<file path="src/charger_regs_pkg.sv">
// Shared constants and types for the charger timer and over-voltage register bank
package charger_regs_pkg;

    localparam logic [7:0] TMR_THERM_ADDR       = 8'h05;
    localparam logic [7:0] OVP_TEST_ADDR        = 8'h06;

    localparam int         SLOWDOWN_BIT         = 7;
    localparam int         LIMIT_HI_BIT         = 6;
    localparam int         LIMIT_LO_BIT         = 5;
    localparam int         DISCONNECT_BIT       = 4;
    localparam int         THERM_DIS_BIT        = 3;
    localparam int         OVP_MSB              = 7;
    localparam int         OVP_LSB              = 5;
    localparam int         DPLUS_BIT            = 4;
    localparam int         BATDET_BIT           = 3;
    localparam int         TEST_REQ_BIT         = 2;
    localparam int         SPARE_MSB            = 1;

    // Live status bits of the first register reset as zero in storage
    localparam logic [7:0] TMR_THERM_RESET      = 8'ha8;
    localparam logic [7:0] OVP_TEST_RESET_HOST  = 8'h20;
    localparam logic [7:0] OVP_TEST_RESET_PIN   = 8'he0;

    localparam logic [2:0] TS_NORMAL            = 3'h0;
    localparam logic [2:0] TS_BELOW_COLD        = 3'h4;
    localparam logic [2:0] TS_COLD_ZONE         = 3'h5;
    localparam logic [2:0] TS_BELOW_FREEZE      = 3'h6;
    localparam logic [2:0] TS_OPEN              = 3'h7;

    localparam logic [1:0] LIMIT_45MIN          = 2'h0;
    localparam logic [1:0] LIMIT_6H             = 2'h1;
    localparam logic [1:0] LIMIT_9H             = 2'h2;
    localparam logic [1:0] LIMIT_OFF            = 2'h3;

    localparam int         LIMIT_45MIN_MIN      = 45;
    localparam int         LIMIT_6H_MIN         = 360;
    localparam int         LIMIT_9H_MIN         = 540;
    localparam int         TICK_PERIOD_S        = 1;
    localparam int         CLK_HZ               = 100_000_000;
    localparam int         TICK_CYCLES_DEFAULT  = CLK_HZ * TICK_PERIOD_S;
    localparam logic [15:0] LIMIT_45MIN_TICKS   = 16'(LIMIT_45MIN_MIN * 60 / TICK_PERIOD_S);
    localparam logic [15:0] LIMIT_6H_TICKS      = 16'(LIMIT_6H_MIN * 60 / TICK_PERIOD_S);
    localparam logic [15:0] LIMIT_9H_TICKS      = 16'(LIMIT_9H_MIN * 60 / TICK_PERIOD_S);

    // Arbitrary default serial address
    localparam logic [6:0] DEVICE_ADDR_DEFAULT  = 7'h2b;
    localparam logic [3:0] BYTE_BITS            = 4'h8;

    typedef enum logic [2:0] {
        S_IDLE,
        S_ADDR,
        S_REG,
        S_WDATA,
        S_RDATA
    } serial_state_t;

endpackage

</file>
<file path="src/safety_timer.sv">
// Fast-charge safety timer with selectable limit and half-speed mode
module safety_timer
    import charger_regs_pkg::*;
#(
    parameter int unsigned TICK_CYCLES = TICK_CYCLES_DEFAULT
) (
    input  wire logic       clk_sys,
    input  wire logic       reset_n,
    input  wire logic       run,
    input  wire logic       half_speed,
    input  wire logic [1:0] limit_sel,
    output logic            expired,
    output logic            disabled
);

    logic [31:0] pre_ff;
    logic [31:0] nxt_pre;
    logic        half_ff;
    logic        nxt_half;
    logic [15:0] cnt_ff;
    logic [15:0] nxt_cnt;
    logic        exp_ff;
    logic        nxt_exp;
    logic [15:0] limit;

    always_comb begin
        case (limit_sel)
            LIMIT_45MIN: limit = LIMIT_45MIN_TICKS;
            LIMIT_6H:    limit = LIMIT_6H_TICKS;
            default:     limit = LIMIT_9H_TICKS;
        endcase
        nxt_pre  = pre_ff;
        nxt_half = half_ff;
        nxt_cnt  = cnt_ff;
        nxt_exp  = exp_ff;
        if (!run || limit_sel == LIMIT_OFF) begin
            nxt_pre  = 32'h0;
            nxt_half = 1'b0;
            nxt_cnt  = 16'h0;
            nxt_exp  = 1'b0;
        end else if (pre_ff == TICK_CYCLES - 1) begin
            nxt_pre  = 32'h0;
            nxt_half = half_speed ? ~half_ff : 1'b0;
            // Half speed counts every second tick
            if ((!half_speed || half_ff) && cnt_ff < limit) begin
                nxt_cnt = cnt_ff + 16'h1;
            end
            nxt_exp = exp_ff | (cnt_ff >= limit);
        end else begin
            nxt_pre = pre_ff + 32'h1;
        end
    end

    always_ff @(posedge clk_sys) begin
        if (!reset_n) begin
            pre_ff  <= 32'h0;
            half_ff <= 1'b0;
            cnt_ff  <= 16'h0;
            exp_ff  <= 1'b0;
        end else begin
            pre_ff  <= nxt_pre;
            half_ff <= nxt_half;
            cnt_ff  <= nxt_cnt;
            exp_ff  <= nxt_exp;
        end
    end

    assign expired  = exp_ff;
    assign disabled = (limit_sel == LIMIT_OFF);

endmodule

</file>
<file path="src/thermistor_status.sv">
// Encodes thermistor comparator levels into the fault code and charge limits
module thermistor_status
    import charger_regs_pkg::*;
#(
    parameter bit EXTENDED_COLD = 1'b0
) (
    input  wire logic       clk_sys,
    input  wire logic       reset_n,
    input  wire logic       monitor_disable,
    input  wire logic       ts_open,
    input  wire logic       ts_cold,
    input  wire logic       ts_freeze,
    output logic [2:0]      fault_code,
    output logic            charge_suspend,
    output logic            charge_reduce
);

    logic [2:0] code_ff;
    logic [2:0] nxt_code;

    always_comb begin
        if (monitor_disable || ts_open) begin
            nxt_code = TS_OPEN;
        end else if (EXTENDED_COLD && ts_freeze) begin
            nxt_code = TS_BELOW_FREEZE;
        end else if (EXTENDED_COLD && ts_cold) begin
            nxt_code = TS_COLD_ZONE;
        end else if (ts_cold) begin
            nxt_code = TS_BELOW_COLD;
        end else begin
            nxt_code = TS_NORMAL;
        end
    end

    always_ff @(posedge clk_sys) begin
        if (!reset_n) begin
            code_ff <= TS_OPEN;
        end else begin
            code_ff <= nxt_code;
        end
    end

    assign fault_code     = code_ff;
    assign charge_suspend = (code_ff == TS_BELOW_COLD) || (code_ff == TS_BELOW_FREEZE);
    assign charge_reduce  = (code_ff == TS_COLD_ZONE);

endmodule

</file>
<file path="src/charger_timer_ovp_control_regs.sv">
// Serial-accessed timer, thermistor, over-voltage and test control registers
// Functional notes
// - Timer/thermistor register resets to 1010 1xxx; x bits show live status.
// - Slow-down bit 1 halves timer speed in thermal, input or power-path regulation.
// - Limit field: 00 0.75h, 01 6h default, 10 9h, 11 timers disabled.
// - Disconnect bit 1 opens battery switch when input power is removed.
// - Thermistor bit 1 disables monitoring; 0 keeps it active.
// - Status 000 means no fault; 111 means input open or monitoring disabled.
// - Status 100 below cold limit, standard profile only; charging suspended.
// - Extended variant: 101 cold zone reduced charge, 110 below freeze suspended.
// - Over-voltage register resets 0x20 host variant, 0xe0 pin variant.
// - Three-bit field selects over-voltage threshold from 6.0V to 10.5V.
// - D+ release bit 0 keeps D+ source on in dead-battery charging; 1 frees it.
// - Detection runs on termination or test mode; forced bit 1 runs it anyway.
// - Forced detection reports battery presence once the routine has run.
// - Test request enters production test mode, only if the fused enable is 1.
// - Production test mode is refused if a battery is present when the request first arrives.
module charger_timer_ovp_control_regs
    import charger_regs_pkg::*;
#(
    parameter bit          PIN_CONFIGURED = 1'b0,
    parameter bit          EXTENDED_COLD  = 1'b0,
    parameter int unsigned TICK_CYCLES    = TICK_CYCLES_DEFAULT,
    parameter logic [6:0]  DEVICE_ADDR    = DEVICE_ADDR_DEFAULT
) (
    input  wire logic       clk_sys,
    input  wire logic       reset_n,
    input  wire logic       scl_in,
    input  wire logic       sda_in,
    output logic            sda_out,
    output logic            sda_oe,
    input  wire logic       thermal_regulation,
    input  wire logic       input_voltage_regulation,
    input  wire logic       power_path_regulation,
    input  wire logic       fast_charge_active,
    input  wire logic       input_present,
    input  wire logic       ts_open,
    input  wire logic       ts_cold,
    input  wire logic       ts_freeze,
    input  wire logic       dead_battery_charging,
    input  wire logic       termination,
    input  wire logic       battery_present,
    input  wire logic       battery_detect_done,
    input  wire logic       fused_test_enable,
    output logic            timer_half_speed,
    output logic            safety_timer_expired,
    output logic            safety_timers_disabled,
    output logic            battery_switch_off,
    output logic            thermistor_monitor_enable,
    output logic [2:0]      thermistor_fault_code,
    output logic            charge_suspend,
    output logic            charge_reduce,
    output logic [2:0]      input_overvoltage_threshold,
    output logic            dplus_source_on,
    output logic            battery_detect_run,
    output logic            production_test_mode,
    output logic            input_limit_disable
);

    localparam int ASYNC_W = 15;

    // Input synchronisers
    logic [ASYNC_W-1:0] async_in;
    logic [ASYNC_W-1:0] meta_ff;
    logic [ASYNC_W-1:0] sync_ff;

    assign async_in = {scl_in, sda_in, thermal_regulation, input_voltage_regulation,
                       power_path_regulation, fast_charge_active, input_present, ts_open,
                       ts_cold, ts_freeze, dead_battery_charging, termination,
                       battery_present, battery_detect_done, fused_test_enable};

    genvar gi;
    generate
        for (gi = 0; gi < ASYNC_W; gi++) begin : g_sync
            always_ff @(posedge clk_sys) begin
                if (!reset_n) begin
                    meta_ff[gi] <= 1'b0;
                    sync_ff[gi] <= 1'b0;
                end else begin
                    meta_ff[gi] <= async_in[gi];
                    sync_ff[gi] <= meta_ff[gi];
                end
            end
        end
    endgenerate

    logic scl_s;
    logic sda_s;
    logic thermal_s;
    logic vin_reg_s;
    logic power_path_regulation_s;
    logic fast_s;
    logic input_s;
    logic ts_open_s;
    logic ts_cold_s;
    logic ts_freeze_s;
    logic dbc_s;
    logic term_s;
    logic bat_s;
    logic det_done_s;
    logic fused_s;

    assign {scl_s, sda_s, thermal_s, vin_reg_s, power_path_regulation_s, fast_s, input_s, ts_open_s,
            ts_cold_s, ts_freeze_s, dbc_s, term_s, bat_s, det_done_s, fused_s} = sync_ff;

    // Register storage and derived state
    logic [7:0] tmr_ff;
    logic [7:0] nxt_tmr;
    logic [7:0] ovp_ff;
    logic [7:0] nxt_ovp;
    logic       bat_seen_ff;
    logic       nxt_bat_seen;
    logic       refused_ff;
    logic       nxt_refused;
    logic       ptm_ff;
    logic       nxt_ptm;
    logic       det_run_ff;
    logic       nxt_det_run;
    logic       sw_off_ff;
    logic       nxt_sw_off;
    logic       half_ff;
    logic       nxt_half;
    logic [2:0] ts_code;

    // Serial interface state
    serial_state_t st_ff;
    serial_state_t nxt_st;
    logic [3:0]    cnt_ff;
    logic [3:0]    nxt_cnt;
    logic [7:0]    shift_ff;
    logic [7:0]    nxt_shift;
    logic [7:0]    ptr_ff;
    logic [7:0]    nxt_ptr;
    logic          ack_ff;
    logic          nxt_ack;
    logic          rw_ff;
    logic          nxt_rw;
    logic          nack_ff;
    logic          nxt_nack;
    logic          oe_ff;
    logic          nxt_oe;
    logic          scl_d_ff;
    logic          sda_d_ff;
    logic          wr_stb;

    function automatic logic [7:0] reg_read(input logic [7:0] addr);
        logic [7:0] val;
        val = 8'h00;
        if (addr == TMR_THERM_ADDR) begin
            val = {tmr_ff[7:3], ts_code};
        end else if (addr == OVP_TEST_ADDR) begin
            val = ovp_ff;
            // Reads back presence once a forced detection has finished
            val[BATDET_BIT] = ovp_ff[BATDET_BIT] | bat_seen_ff;
        end
        return val;
    endfunction

    wire start_c = scl_s && sda_d_ff && !sda_s;
    wire stop_c  = scl_s && !sda_d_ff && sda_s;
    wire rise_c  = scl_s && !scl_d_ff;
    wire fall_c  = !scl_s && scl_d_ff;

    always_comb begin
        nxt_st    = st_ff;
        nxt_cnt   = cnt_ff;
        nxt_shift = shift_ff;
        nxt_ptr   = ptr_ff;
        nxt_ack   = ack_ff;
        nxt_rw    = rw_ff;
        nxt_nack  = nack_ff;
        nxt_oe    = oe_ff;
        wr_stb    = 1'b0;
        if (start_c) begin
            nxt_st  = S_ADDR;
            nxt_cnt = 4'h0;
            nxt_ack = 1'b0;
            nxt_oe  = 1'b0;
        end else if (stop_c) begin
            nxt_st = S_IDLE;
            nxt_oe = 1'b0;
        end else if (st_ff != S_IDLE) begin
            if (rise_c && !ack_ff) begin
                nxt_shift = {shift_ff[6:0], sda_s};
                nxt_cnt   = cnt_ff + 4'h1;
            end
            if (rise_c && ack_ff) begin
                nxt_nack = sda_s;
            end
            if (fall_c && !ack_ff && cnt_ff == BYTE_BITS) begin
                nxt_ack = 1'b1;
                nxt_oe  = 1'b1;
                case (st_ff)
                    S_ADDR: begin
                        nxt_rw = shift_ff[0];
                        if (shift_ff[7:1] != DEVICE_ADDR) begin
                            nxt_st = S_IDLE;
                            nxt_oe = 1'b0;
                        end
                    end
                    S_REG:   nxt_ptr = shift_ff;
                    S_WDATA: wr_stb = 1'b1;
                    default: nxt_oe = 1'b0;
                endcase
            end else if (fall_c && ack_ff) begin
                nxt_ack = 1'b0;
                nxt_cnt = 4'h0;
                nxt_oe  = 1'b0;
                case (st_ff)
                    S_ADDR: begin
                        if (rw_ff) begin
                            nxt_st    = S_RDATA;
                            nxt_shift = reg_read(ptr_ff);
                            nxt_oe    = ~nxt_shift[7];
                            nxt_ptr   = ptr_ff + 8'h1;
                        end else begin
                            nxt_st = S_REG;
                        end
                    end
                    S_REG:   nxt_st = S_WDATA;
                    S_WDATA: nxt_ptr = ptr_ff + 8'h1;
                    S_RDATA: begin
                        if (nack_ff) begin
                            nxt_st = S_IDLE;
                        end else begin
                            nxt_shift = reg_read(ptr_ff);
                            nxt_oe    = ~nxt_shift[7];
                            nxt_ptr   = ptr_ff + 8'h1;
                        end
                    end
                    default: nxt_st = S_IDLE;
                endcase
            end else if (fall_c && st_ff == S_RDATA) begin
                // Open drain: enable pulls the line low for a zero bit
                nxt_oe = ~shift_ff[7];
            end
        end
    end

    always_ff @(posedge clk_sys) begin
        if (!reset_n) begin
            st_ff    <= S_IDLE;
            cnt_ff   <= 4'h0;
            shift_ff <= 8'h00;
            ptr_ff   <= 8'h00;
            ack_ff   <= 1'b0;
            rw_ff    <= 1'b0;
            nack_ff  <= 1'b0;
            oe_ff    <= 1'b0;
            scl_d_ff <= 1'b1;
            sda_d_ff <= 1'b1;
        end else begin
            st_ff    <= nxt_st;
            cnt_ff   <= nxt_cnt;
            shift_ff <= nxt_shift;
            ptr_ff   <= nxt_ptr;
            ack_ff   <= nxt_ack;
            rw_ff    <= nxt_rw;
            nack_ff  <= nxt_nack;
            oe_ff    <= nxt_oe;
            scl_d_ff <= scl_s;
            sda_d_ff <= sda_s;
        end
    end

    wire wr_tmr = wr_stb && ptr_ff == TMR_THERM_ADDR;
    wire wr_ovp = wr_stb && ptr_ff == OVP_TEST_ADDR;

    always_comb begin
        nxt_tmr      = tmr_ff;
        nxt_ovp      = ovp_ff;
        nxt_bat_seen = bat_seen_ff;
        nxt_refused  = refused_ff;
        if (wr_tmr) begin
            nxt_tmr[7:3] = shift_ff[7:3];
        end
        // Forced detection clears when the routine ends; a new write wins
        if (det_done_s && ovp_ff[BATDET_BIT]) begin
            nxt_ovp[BATDET_BIT] = 1'b0;
            nxt_bat_seen        = bat_s;
        end
        if (wr_ovp) begin
            nxt_ovp = shift_ff;
            if (shift_ff[BATDET_BIT]) begin
                nxt_bat_seen = 1'b0;
            end
            // Battery state is judged when the request first arrives
            if (shift_ff[TEST_REQ_BIT] && !ovp_ff[TEST_REQ_BIT]) begin
                nxt_refused = bat_s;
            end
        end
        nxt_ptm     = ovp_ff[TEST_REQ_BIT] && fused_s && !refused_ff;
        nxt_det_run = ovp_ff[BATDET_BIT] || term_s || ptm_ff;
        nxt_sw_off  = tmr_ff[DISCONNECT_BIT] && !input_s;
        nxt_half    = tmr_ff[SLOWDOWN_BIT] && (thermal_s || vin_reg_s || power_path_regulation_s);
    end

    always_ff @(posedge clk_sys) begin
        if (!reset_n) begin
            tmr_ff      <= TMR_THERM_RESET;
            ovp_ff      <= PIN_CONFIGURED ? OVP_TEST_RESET_PIN : OVP_TEST_RESET_HOST;
            bat_seen_ff <= 1'b0;
            refused_ff  <= 1'b0;
            ptm_ff      <= 1'b0;
            det_run_ff  <= 1'b0;
            sw_off_ff   <= 1'b0;
            half_ff     <= 1'b0;
        end else begin
            tmr_ff      <= nxt_tmr;
            ovp_ff      <= nxt_ovp;
            bat_seen_ff <= nxt_bat_seen;
            refused_ff  <= nxt_refused;
            ptm_ff      <= nxt_ptm;
            det_run_ff  <= nxt_det_run;
            sw_off_ff   <= nxt_sw_off;
            half_ff     <= nxt_half;
        end
    end

    safety_timer #(
        .TICK_CYCLES (TICK_CYCLES)
    ) u_timer (
        .clk_sys    (clk_sys),
        .reset_n    (reset_n),
        .run        (fast_s),
        .half_speed (half_ff),
        .limit_sel  (tmr_ff[LIMIT_HI_BIT:LIMIT_LO_BIT]),
        .expired    (safety_timer_expired),
        .disabled   (safety_timers_disabled)
    );

    thermistor_status #(
        .EXTENDED_COLD (EXTENDED_COLD)
    ) u_therm (
        .clk_sys         (clk_sys),
        .reset_n         (reset_n),
        .monitor_disable (tmr_ff[THERM_DIS_BIT]),
        .ts_open         (ts_open_s),
        .ts_cold         (ts_cold_s),
        .ts_freeze       (ts_freeze_s),
        .fault_code      (ts_code),
        .charge_suspend  (charge_suspend),
        .charge_reduce   (charge_reduce)
    );

    assign sda_out                     = 1'b0;
    assign sda_oe                      = oe_ff;
    assign timer_half_speed            = half_ff;
    assign battery_switch_off          = sw_off_ff;
    assign thermistor_monitor_enable   = ~tmr_ff[THERM_DIS_BIT];
    assign thermistor_fault_code       = ts_code;
    assign input_overvoltage_threshold = ovp_ff[OVP_MSB:OVP_LSB];
    assign dplus_source_on             = dbc_s && !ovp_ff[DPLUS_BIT];
    assign battery_detect_run          = det_run_ff;
    assign production_test_mode        = ptm_ff;
    assign input_limit_disable         = ptm_ff;

endmodule

</file>
<file path="config.mk">
export PLATFORM = sky130hd
export DESIGN_NAME = charger_timer_ovp_control_regs
export DESIGN_NICKNAME = d
export VERILOG_FILES = /design/src/charger_regs_pkg.sv /design/src/safety_timer.sv /design/src/thermistor_status.sv /design/src/charger_timer_ovp_control_regs.sv
export SDC_FILE = /design/constraint.sdc
export NUM_CORES = 1
export LEC_CHECK = 0
export ABC_AREA = 1
export BUFFER_PORTS_ARGS = -buffer_cell sky130_fd_sc_hd__buf_2
export CAP_MARGIN = 20
export CORE_UTILIZATION = 30
export DETAILED_ROUTE_END_ITERATION = 10
export PLACE_DENSITY = 0.52
export SETUP_SLACK_MARGIN = 0.02
export SLEW_MARGIN = 20
export SYNTH_ARGS = -nofsm -noshare
export SYNTH_HDL_FRONTEND = slang
export SYNTH_SLANG_ARGS = --single-unit
</file>
<file path="constraint.sdc">
create_clock -name clk_sys -period 3.13 [get_ports clk_sys]
set_input_delay 0 -clock clk_sys [delete_from_list [all_inputs] [get_ports clk_sys]]
set_output_delay 0 -clock clk_sys [all_outputs]
set_load 0.05 [all_outputs]
</file>
---- Word-level counts from Yosys, hierarchy flattened ----
Index checks and enable logic that the tools add are counted.
word-level totals
  word-level logic and storage cells ...... 224
  input bits .............................. 17
  register bits ........................... 129
  output and inout bits ................... 19
operators by class
  eq/ne operators ......................... 25
  add/sub/neg operators ................... 4
  bitwise logic cells ..................... 10
  multiplexer cells ....................... 64
  $lt $le $gt $ge ......................... 2
  reduce and logical (&&, ||, !) cells .... 66
operators with widths
  cell                   number
  $mux 8                 26
  $add 32x1->32 const B  1
  $eq 32x27->1 const B   1
  $pmux 15 s2            1
  $pmux 8 s3             1
  $logic_and 1x1->1      22
  $mux 1                 21
  $mux 3                 7
  $add 16x1->16 const B  1
  $eq 8x3->1 const B     2
  $ge 16x15->1           1
  $lt 16x15->1           1
  $mux 4                 4
  $pmux 8 s2             1
  $eq 3x3->1 const B     4
  $pmux 3 s4             1
  $reduce_and 6->1       2
  $logic_not 1->1        11
  $ne 3x3->1 const B     3
  $reduce_bool 3->1      3
  $add 8x1->8 const B    1
  $logic_or 1x1->1       8
  $ne 4x3->1 const B     2
  $not 1->1              8
  other kinds (23)       38

---- Logic depth before layout (Yosys ltp) ----
Gate-level depths: netlist of run 1.
  depth after elaboration ................. 15
  mapped depth ............................ 14
  mapped depth without buffers ............ 14

---- Hierarchy ----
From an unflattened synthesis of run 1, not the netlist that was laid out.
second synthesis, totals
  cells, all modules ...................... 1010
  area total of the unflattened synthesis .. 6874.1 µm²
modules (own cells, without submodules)
  module                          times used  cells each  sequential area each (µm²)  area each (µm²)
  charger_timer_ovp_control_regs  1           524         1561.5                      3621.0
  safety_timer                    1           475         1001.0                      3168.0
  thermistor_status               1           11          40.0                        85.1

---- Worst setup path after synthesis of run 1 ----
OpenSTA, ideal clock, no wires.
  kind .................................... reg2reg
  start ................................... register tmr_ff[5]
  end ..................................... register u_timer.cnt_ff[1]
  data required time ...................... 3.059 ns
  slack ................................... 1.243 ns
  buffers on the path ..................... 1
  arrival ................................. 1.815 ns
  stages on the path, launching flop included .. 14
  library setup time ...................... 0.071 ns
  clock period less this slack ............ 1.887 ns
  cells stage by stage .................... dfxtp_1 -> inv_1 -> nor2_1 -> ha_1 -> nand2_1 -> inv_1 -> nand2_1 -> nand2_1 -> a21oi_1 -> nand2_1 -> nor2_1 -> buf_2 -> nand3_1 -> a21oi_1
between the ends
  word-level cells in the longest chain between the ends .. 5
  elaborated cells between the ends (all ways) .. 9
  those cells by class .................... order compare: 1; eq/ne: 2; mux: 1; reduce/logical: 5
RTL lines
  what                                           line                                   text
  start, declared                                charger_timer_ovp_control_regs.sv:107  logic [7:0] tmr_ff;
  start signal, assigned                         charger_timer_ovp_control_regs.sv:309  tmr_ff <= nxt_tmr;
  $eq 2x1->1 or $logic_not 2->1 (tied branches)  safety_timer.sv:27                     case (limit_sel)
  $pmux 15 s2                                    safety_timer.sv:27
  $lt 16x15->1                                   safety_timer.sv:45                     if ((!half_speed || half_ff) && cnt_ff < limit) begin
  $logic_and 1x1->1                              safety_timer.sv:45
  $reduce_and 2->1 (no line)                     --
  end signal, assigned                           safety_timer.sv:63                     cnt_ff <= nxt_cnt;
  end, declared                                  safety_timer.sv:20                     logic [15:0] cnt_ff;
Several ways; a longest one is shown, not always the timed one.
A chain may end at the register's enable or synchronous reset.

---- Worst setup path in the final report of run 1 ----
  start ................................... register tmr_ff[5]
  end ..................................... register u_timer.cnt_ff[11]
The elaborated chain is that of the path after synthesis.

==> out/metrics.yaml, run 1 <==
power:
  leakagePower_uw: 0.00326
  p_sw_uw: 835
  p_comb_share_pct: 2.7
  internal-power_uw: 2990
  p_sw_share_pct: 21.8
  power_density_nw_per_um2: 487
  vdd_drop_max_mv: 0.333
  power.share.clock_pct: 53.9
  power_frac_seq_pct: 43.4
die:
  dieArea_um2: 23000
  die-width_um: 152
  start_util_pct: 30.7
  num_rows: 54
  io_pins: 36
  core-area_um2: 21900
  die_h_um: 152
sta:
  holdWs_ps: 109
  setup_viol: 0
  fin_skew_ps: 9.44
  max_slew_margin_pct: 60.3
  fin_crit_ps: 2130
  fmax_mhz: 469
  fin_crit_sh_pct: 68.2
  final.setup.tns_ps: 0
  worst_pin_slew_ps: 595
  finalHoldViolCount: 0
  final_max_slew_viol_count: 0
  rsz0062_at_grt: "no"
clock_network:
  cts_buffers: 17
  cts_resized: 0
  cts_tree: "yes"
  insertion_delay_ps: 420
  clk_transition_reported_paths_ps: 60
  postCtsHoldBufs: 14
  cts-htree-levels: 4
  clk_path_buf_depth: 2
  cts-root-buf: "clkbuf_16"
  post-cts-setup-buffer-count: 0
  clock_sinks: 128
global_routing:
  grt_usage_pct: 15.3
  grt_pass1_wl_um: 27400
  grt_pass1_vias: 5563
  grt_max_degree: 60
  grt-ovfl-total: 0
  antenna_found_initial: 0
route:
  drt-initial-drc-count: 286
  ant_nets: 0
  via_per_inst: 4.59
  vias: 6075
  drt_wl_total_um: 16300
  drt_first_pass_iters: 5
  drc: 0
  avgRoutedWirePerCell_um: 12.3
synth:
  synth_top_area_cell: "dfxtp_1"
  syn-cell-area_um2: 6710
  synth_most_common_cell: "nand2_1"
  async_flop_share_pct: 0
  synth_flop_cell: "dfxtp_1"
  synth.yosys.seq_area_share_pct: 38.2
  yosys-top-cells-count: "222 x nand2_1, 134 x nor2_1, 131 x inv_1"
  synth-edff-count: 0
  yosys_warnings: 0
  synth.avg_cell_area_um2: 6.81
  synth_area_leaders: "dfxtp_1 38%, nand2_1 12%, nor2_1 7.5%, inv_1 7.3%, a21oi_1 5.0%"
  ys_types: 44
  ys_ff_latch: 128
  synthCells: 986
  synth_top_cell_area_share_pct: 38.2
worst_setup_path:
  worstPathArrival_ps: 2480
  worst_r2r_endpoint: "u_timer.cnt_ff[11]"
  crit_path_end_kind: "flip-flop"
  r2r_cells: 10
  start_kind: "flip-flop"
  rrSetupSlack_ps: 1000
  worstPathRequired_ps: 3480
  crit_fanout: 11
  r2r-start: "tmr_ff[5]"
  criticalPathCategory: "reg2reg"
min_path:
  holdCritStartpoint: "reset_n"
  worst_hold_path.num_cells: 5
  min_path_type: "in2reg"
  min_to: "u_timer.cnt_ff[3]"
layout:
  diodes: 0
  drive_gt1_share_pct: 11.2
  final_net_count: 1068
  syn_to_final_growth_pct: 17.2
  finish.instance_area_um2: 7870
  utilization_pct: 35.9
flow_run:
  drv_cap: 0
place:
  dp_hpwl_um: 11800
  io_buffer_count: 32
  place_congestion: 0.861
  place_area_um2: 7110
run_status:
  status: "finished, final reports clean"
stage by stage:
| stage | power [µW] | cells | worst slack [ps] |
|---|---|---|---|
| after floorplan | 1760 | 987 | 1240 |
| after global placement | 1790 | 1278 | 1040 |
| after detailed placement | 1790 | 1278 | 999 |
| after CTS | 3880 | 1324 | 978 |
| after global routing | 3970 | 1324 | 728 |
| final | 3830 | 1324 | 997 |
worst max-delay path by stage:
stage,slack [ps],endpoint,startpoint
global placement,1040,u_timer.cnt_ff[6],tmr_ff[5]
floorplan,1240,u_timer.cnt_ff[1],tmr_ff[5]
global route,730,u_timer.cnt_ff[14],tmr_ff[5]
CTS,980,u_timer.cnt_ff[0],tmr_ff[5]
detailed placement,1000,u_timer.cnt_ff[0],tmr_ff[5]
finish,1000,u_timer.cnt_ff[11],tmr_ff[5]
routing by layer:
metal	GRT usage [%]	wire (µm)	share of wire, %	vias up
met5	0	0	0	-
li1	-	-	-	3229
met2	22.8	6800	42	110
met1	21.5	8500	52	2714
met3	2.84	648	4.0	22
met4	6.14	335	2.1	0
worst max-delay path, stage by stage (launching register included):
cell and delay [ps]:
dfxtp_1 350, nor2_1 350, ha_1 340, nand4_1 130, inv_1 50, a21oi_1 190, nand2_1 140, nor2_1 130
buf_4 190, nand3_1 90, a21oi_1 120
cell type report:
class / count / area, µm²
inverters: 142 / 534
well taps: 280 / 350
clock buffers: 21 / 460
multi-input cells: 689 / 3450
repair buffers: 53 / 353
clock inverters: 11 / 155
fillers: 2372 / 14000
flip-flops and latches: 128 / 2560
registers in the layout, summed over array words and instances, names as in the netlist, 4 cells and up:
| signal | count |
|---|---|
| u_timer.pre_ff | 32 |
| ptr_ff | 8 |
| u_timer.cnt_ff | 16 |
| meta_ff | 14 |
| ovp_ff | 8 |
| shift_ff | 8 |
| tmr_ff | 5 |
| cnt_ff | 4 |
logic make-up (layout without fill, tap and decap cells):
group           after synthesis  after routing  synth area share (%)
other cells                   1              2                0.0559
compound gates              136            136                  10.8
simple gates                510            510                  34.1
fa+ha+maj                    20             20                  3.73
buf+inv                     170            227                  10.5
xor+xnor                     21             21                  2.74
flops                       128            128                  38.2
power groups by stage:
stage / Clock (µW) / Sequential, µW / Combinational (µW)
floorplan: 0 / 1700 / 62.7
global placement: 0 / 1700 / 92.5
detailed placement: 0 / 1700 / 93.0
CTS: 2120 / 1660 / 106
global route: 2190 / 1660 / 118
finish: 2060 / 1660 / 105
layout by cell type (no fill, tap or decap), drive strengths merged, types with 2 or more instances in the layout:
cell type / instances
o211ai: 6
nor3b: 3
or2: 6
a21oi: 67
nand3b: 4
nand4: 17
o21ai: 55
clkinvlp: 3
nand3: 66
nor2: 149
dfxtp: 128
bufinv: 3
a211oi: 2
nor4: 2
nand2: 230
conb: 2
dlygate4sd3: 14
and3: 2
xor2: 17
ha: 20
inv: 143
buf: 39
clkbuf: 21
xnor2: 4
nor3: 30
clkinv: 4
Power figures use the tool's default switching activity.
==> run 2, diff against run 1 <==
--- a/config.mk
+++ b/config.mk
@@ -10,7 +10,7 @@
 export CAP_MARGIN = 20
 export CORE_UTILIZATION = 30
 export DETAILED_ROUTE_END_ITERATION = 10
-export PLACE_DENSITY = 0.52
+export PLACE_DENSITY = 0.54
 export SETUP_SLACK_MARGIN = 0.02
 export SLEW_MARGIN = 20
 export SYNTH_ARGS = -nofsm -noshare
==> constraint.sdc (replaced) <==
create_clock -name clk_sys -period 1.9 [get_ports clk_sys]
set_input_delay 0 -clock clk_sys [delete_from_list [all_inputs] [get_ports clk_sys]]
set_output_delay 0 -clock clk_sys [all_outputs]
set_load 0.05 [all_outputs]
==> run 2 against run 1 <==
- the run now ends with setup timing left
- count of clock-buffer cells in the layout decreased by 3
- worst setup slack got worse by 1100 ps
- utilization increased by 2.6 points
- combinational power increased by 78%
- critical endpoint is now u_timer.cnt_ff[10]
- hold slack got worse by 76 ps
==> out/metrics.yaml, run 2 (synthesis results as in run 1) <==
run_status:
  status: "complete, but fails checks"
  violations: "setup timing"
worst_setup_path:
  criticalPathCategory: "reg2reg"
  crit_fanout: 6
  rrSetupSlack_ps: -70
  crit_path_end_kind: "flip-flop"
  worstPathRequired_ps: 2240
  start_kind: "flip-flop"
  worstPathArrival_ps: 2300
layout:
  seq_area_um2: 2570
  largest_registers: "u_timer.pre_ff x32, u_timer.cnt_ff x16, meta_ff x14"
  drive_gt1_share_pct: 18.4
  multi_input_area_um2: 3690
  utilization_pct: 38.5
  finish.instance_area_um2: 8440
  largest_register_ffs: 32
  diodes: 0
  mostFrequentLayoutCell: "nand2_1"
  top_register: "u_timer.pre_ff"
  nFillCells: 2297
  final_cell_mix: "214 x nand2_1, 129 x nor2_1, 127 x inv_1, 126 x dfxtp_1"
  syn_to_final_growth_pct: 25.7
  layout.cells.non_filler: 1363
  final_net_count: 1107
global_routing:
  grt_pass1_vias: 5668
  grt-ovfl-total: 0
  grt_pass1_wl_um: 27700
  grt_usage_pct: 15.4
  grt_max_degree: 60
  antenna_found_initial: 0
sta:
  max_slew_margin_pct: 61.3
  final.setup.tns_ps: -333
  setup_viol: 11
  fin_crit_ps: 1970
  fin_crit_sh_pct: 103
  finalHoldViolCount: 0
  rsz0062_at_grt: "yes"
  worst_pin_slew_ps: 580
  fin_skew_ps: 14.6
  final_max_slew_viol_count: 0
  fmax_mhz: 509
  finalWorstSetupSlack_ps: -65.6
clock_network:
  clk_path_buf_depth: 2
  cts-htree-levels: 4
  cts_tree: "yes"
  cts-root-buf: "clkbuf_16"
  cts_buffers: 17
  clock_sinks: 128
  clk_transition_reported_paths_ps: 60
  insertion_delay_ps: 420
route:
  wl_met1_um: 8580
  routed.top_layer: "met4"
  drc: 0
  drt-initial-drc-count: 450
  via_per_inst: 4.57
  drt_wl_total_um: 17200
  vias: 6225
  wl_met2_um: 7690
  ant_nets: 0
  avgRoutedWirePerCell_um: 12.7
  drt_first_pass_iters: 5
  wl_met3_um: 807
power:
  p_sw_share_pct: 23.8
  p_sw_uw: 1460
  power.share.clock_pct: 52.4
  power_frac_seq_pct: 44.6
  internal-power_uw: 4670
  p_comb_share_pct: 3.1
  vdd_drop_max_mv: 0.549
  leakagePower_uw: 0.00349
  power_density_nw_per_um2: 726
die:
  die-width_um: 152
  dieArea_um2: 23000
  die_h_um: 152
  core-area_um2: 21900
  start_util_pct: 30.7
  io_pins: 36
  num_rows: 54
min_path:
  min_path_type: "in2reg"
flow_run:
  drv_cap: 0
place:
  dp_hpwl_um: 12300
  placed_cells_incl_taps: 1311
  io_buffer_count: 32
  place_congestion: 0.865
  place_area_um2: 7380
## run 2: through the flow
step                worst slack [ps]  hold slack [ps]  power (µW)
global placement               -33.5              180        2950
detailed placement              -124              183        2950
global route                    -183             37.1        6390
CTS                             5.66             18.2        6220
floorplan                       48.9             97.6        2900
finish                         -65.6             33.0        6130
## run 2: timing repair
item / in CTS / in global routing
setup buffers: 0 / 4
resized for setup: 15 / 40
cloned: 1 / 1
pin swaps: 3 / 15
hold endpoints to repair: 14 / 0
setup endpoints to repair: 16 / 26
hold buffers: 14 / 0
## run 2: path summary, 6_finish.rpt
check | depth (start not counted) | startpoint | end
worst max-delay path | 14 | tmr_ff[5] | u_timer.cnt_ff[10]
worst min-delay path | 3 | reset_n | ptr_ff[7]
worst max register to register | 14 | tmr_ff[5] | u_timer.cnt_ff[10]
worst min register to register | 2 | meta_ff[6] | ts_cold_s
## run 2: power by group through the flow
stage	combinational [µW]	sequential [µW]	clock, µW
after floorplan	103	2800	0
after global placement	158	2790	0
after detailed placement	159	2790	0
after CTS	187	2730	3300
after global routing	210	2730	3440
final	187	2730	3210
## run 2: critical path, stage by stage, from the launching register on
cell and delay [ps]:
dfxtp_2 340, inv_2 50, nor2_4 160, buf_12 130, ha_4 190, nand2_2 60, inv_1 40, nand2_1 70
nand2_2 70, a21oi_4 160, nand2_4 90, nor2_4 160, buf_6 160, nand3_1 80, a21oi_1 140
## run 2: layer usage
layer  up-vias  track usage (%)
met5         -                0
met3        12             3.17
met4         0             4.16
met1      2764             21.6
li1       3304                -
met2       145             23.9
## run 2: layout make-up
class                      count  share of cell area (%)
clock inverter                14                    1.66
inverter                     142                    6.33
tap                          280                    4.15
multi-input combinational    689                    43.7
sequential                   128                    30.4
clock buffer                  18                    5.21
timing repair buffer          92                    8.53
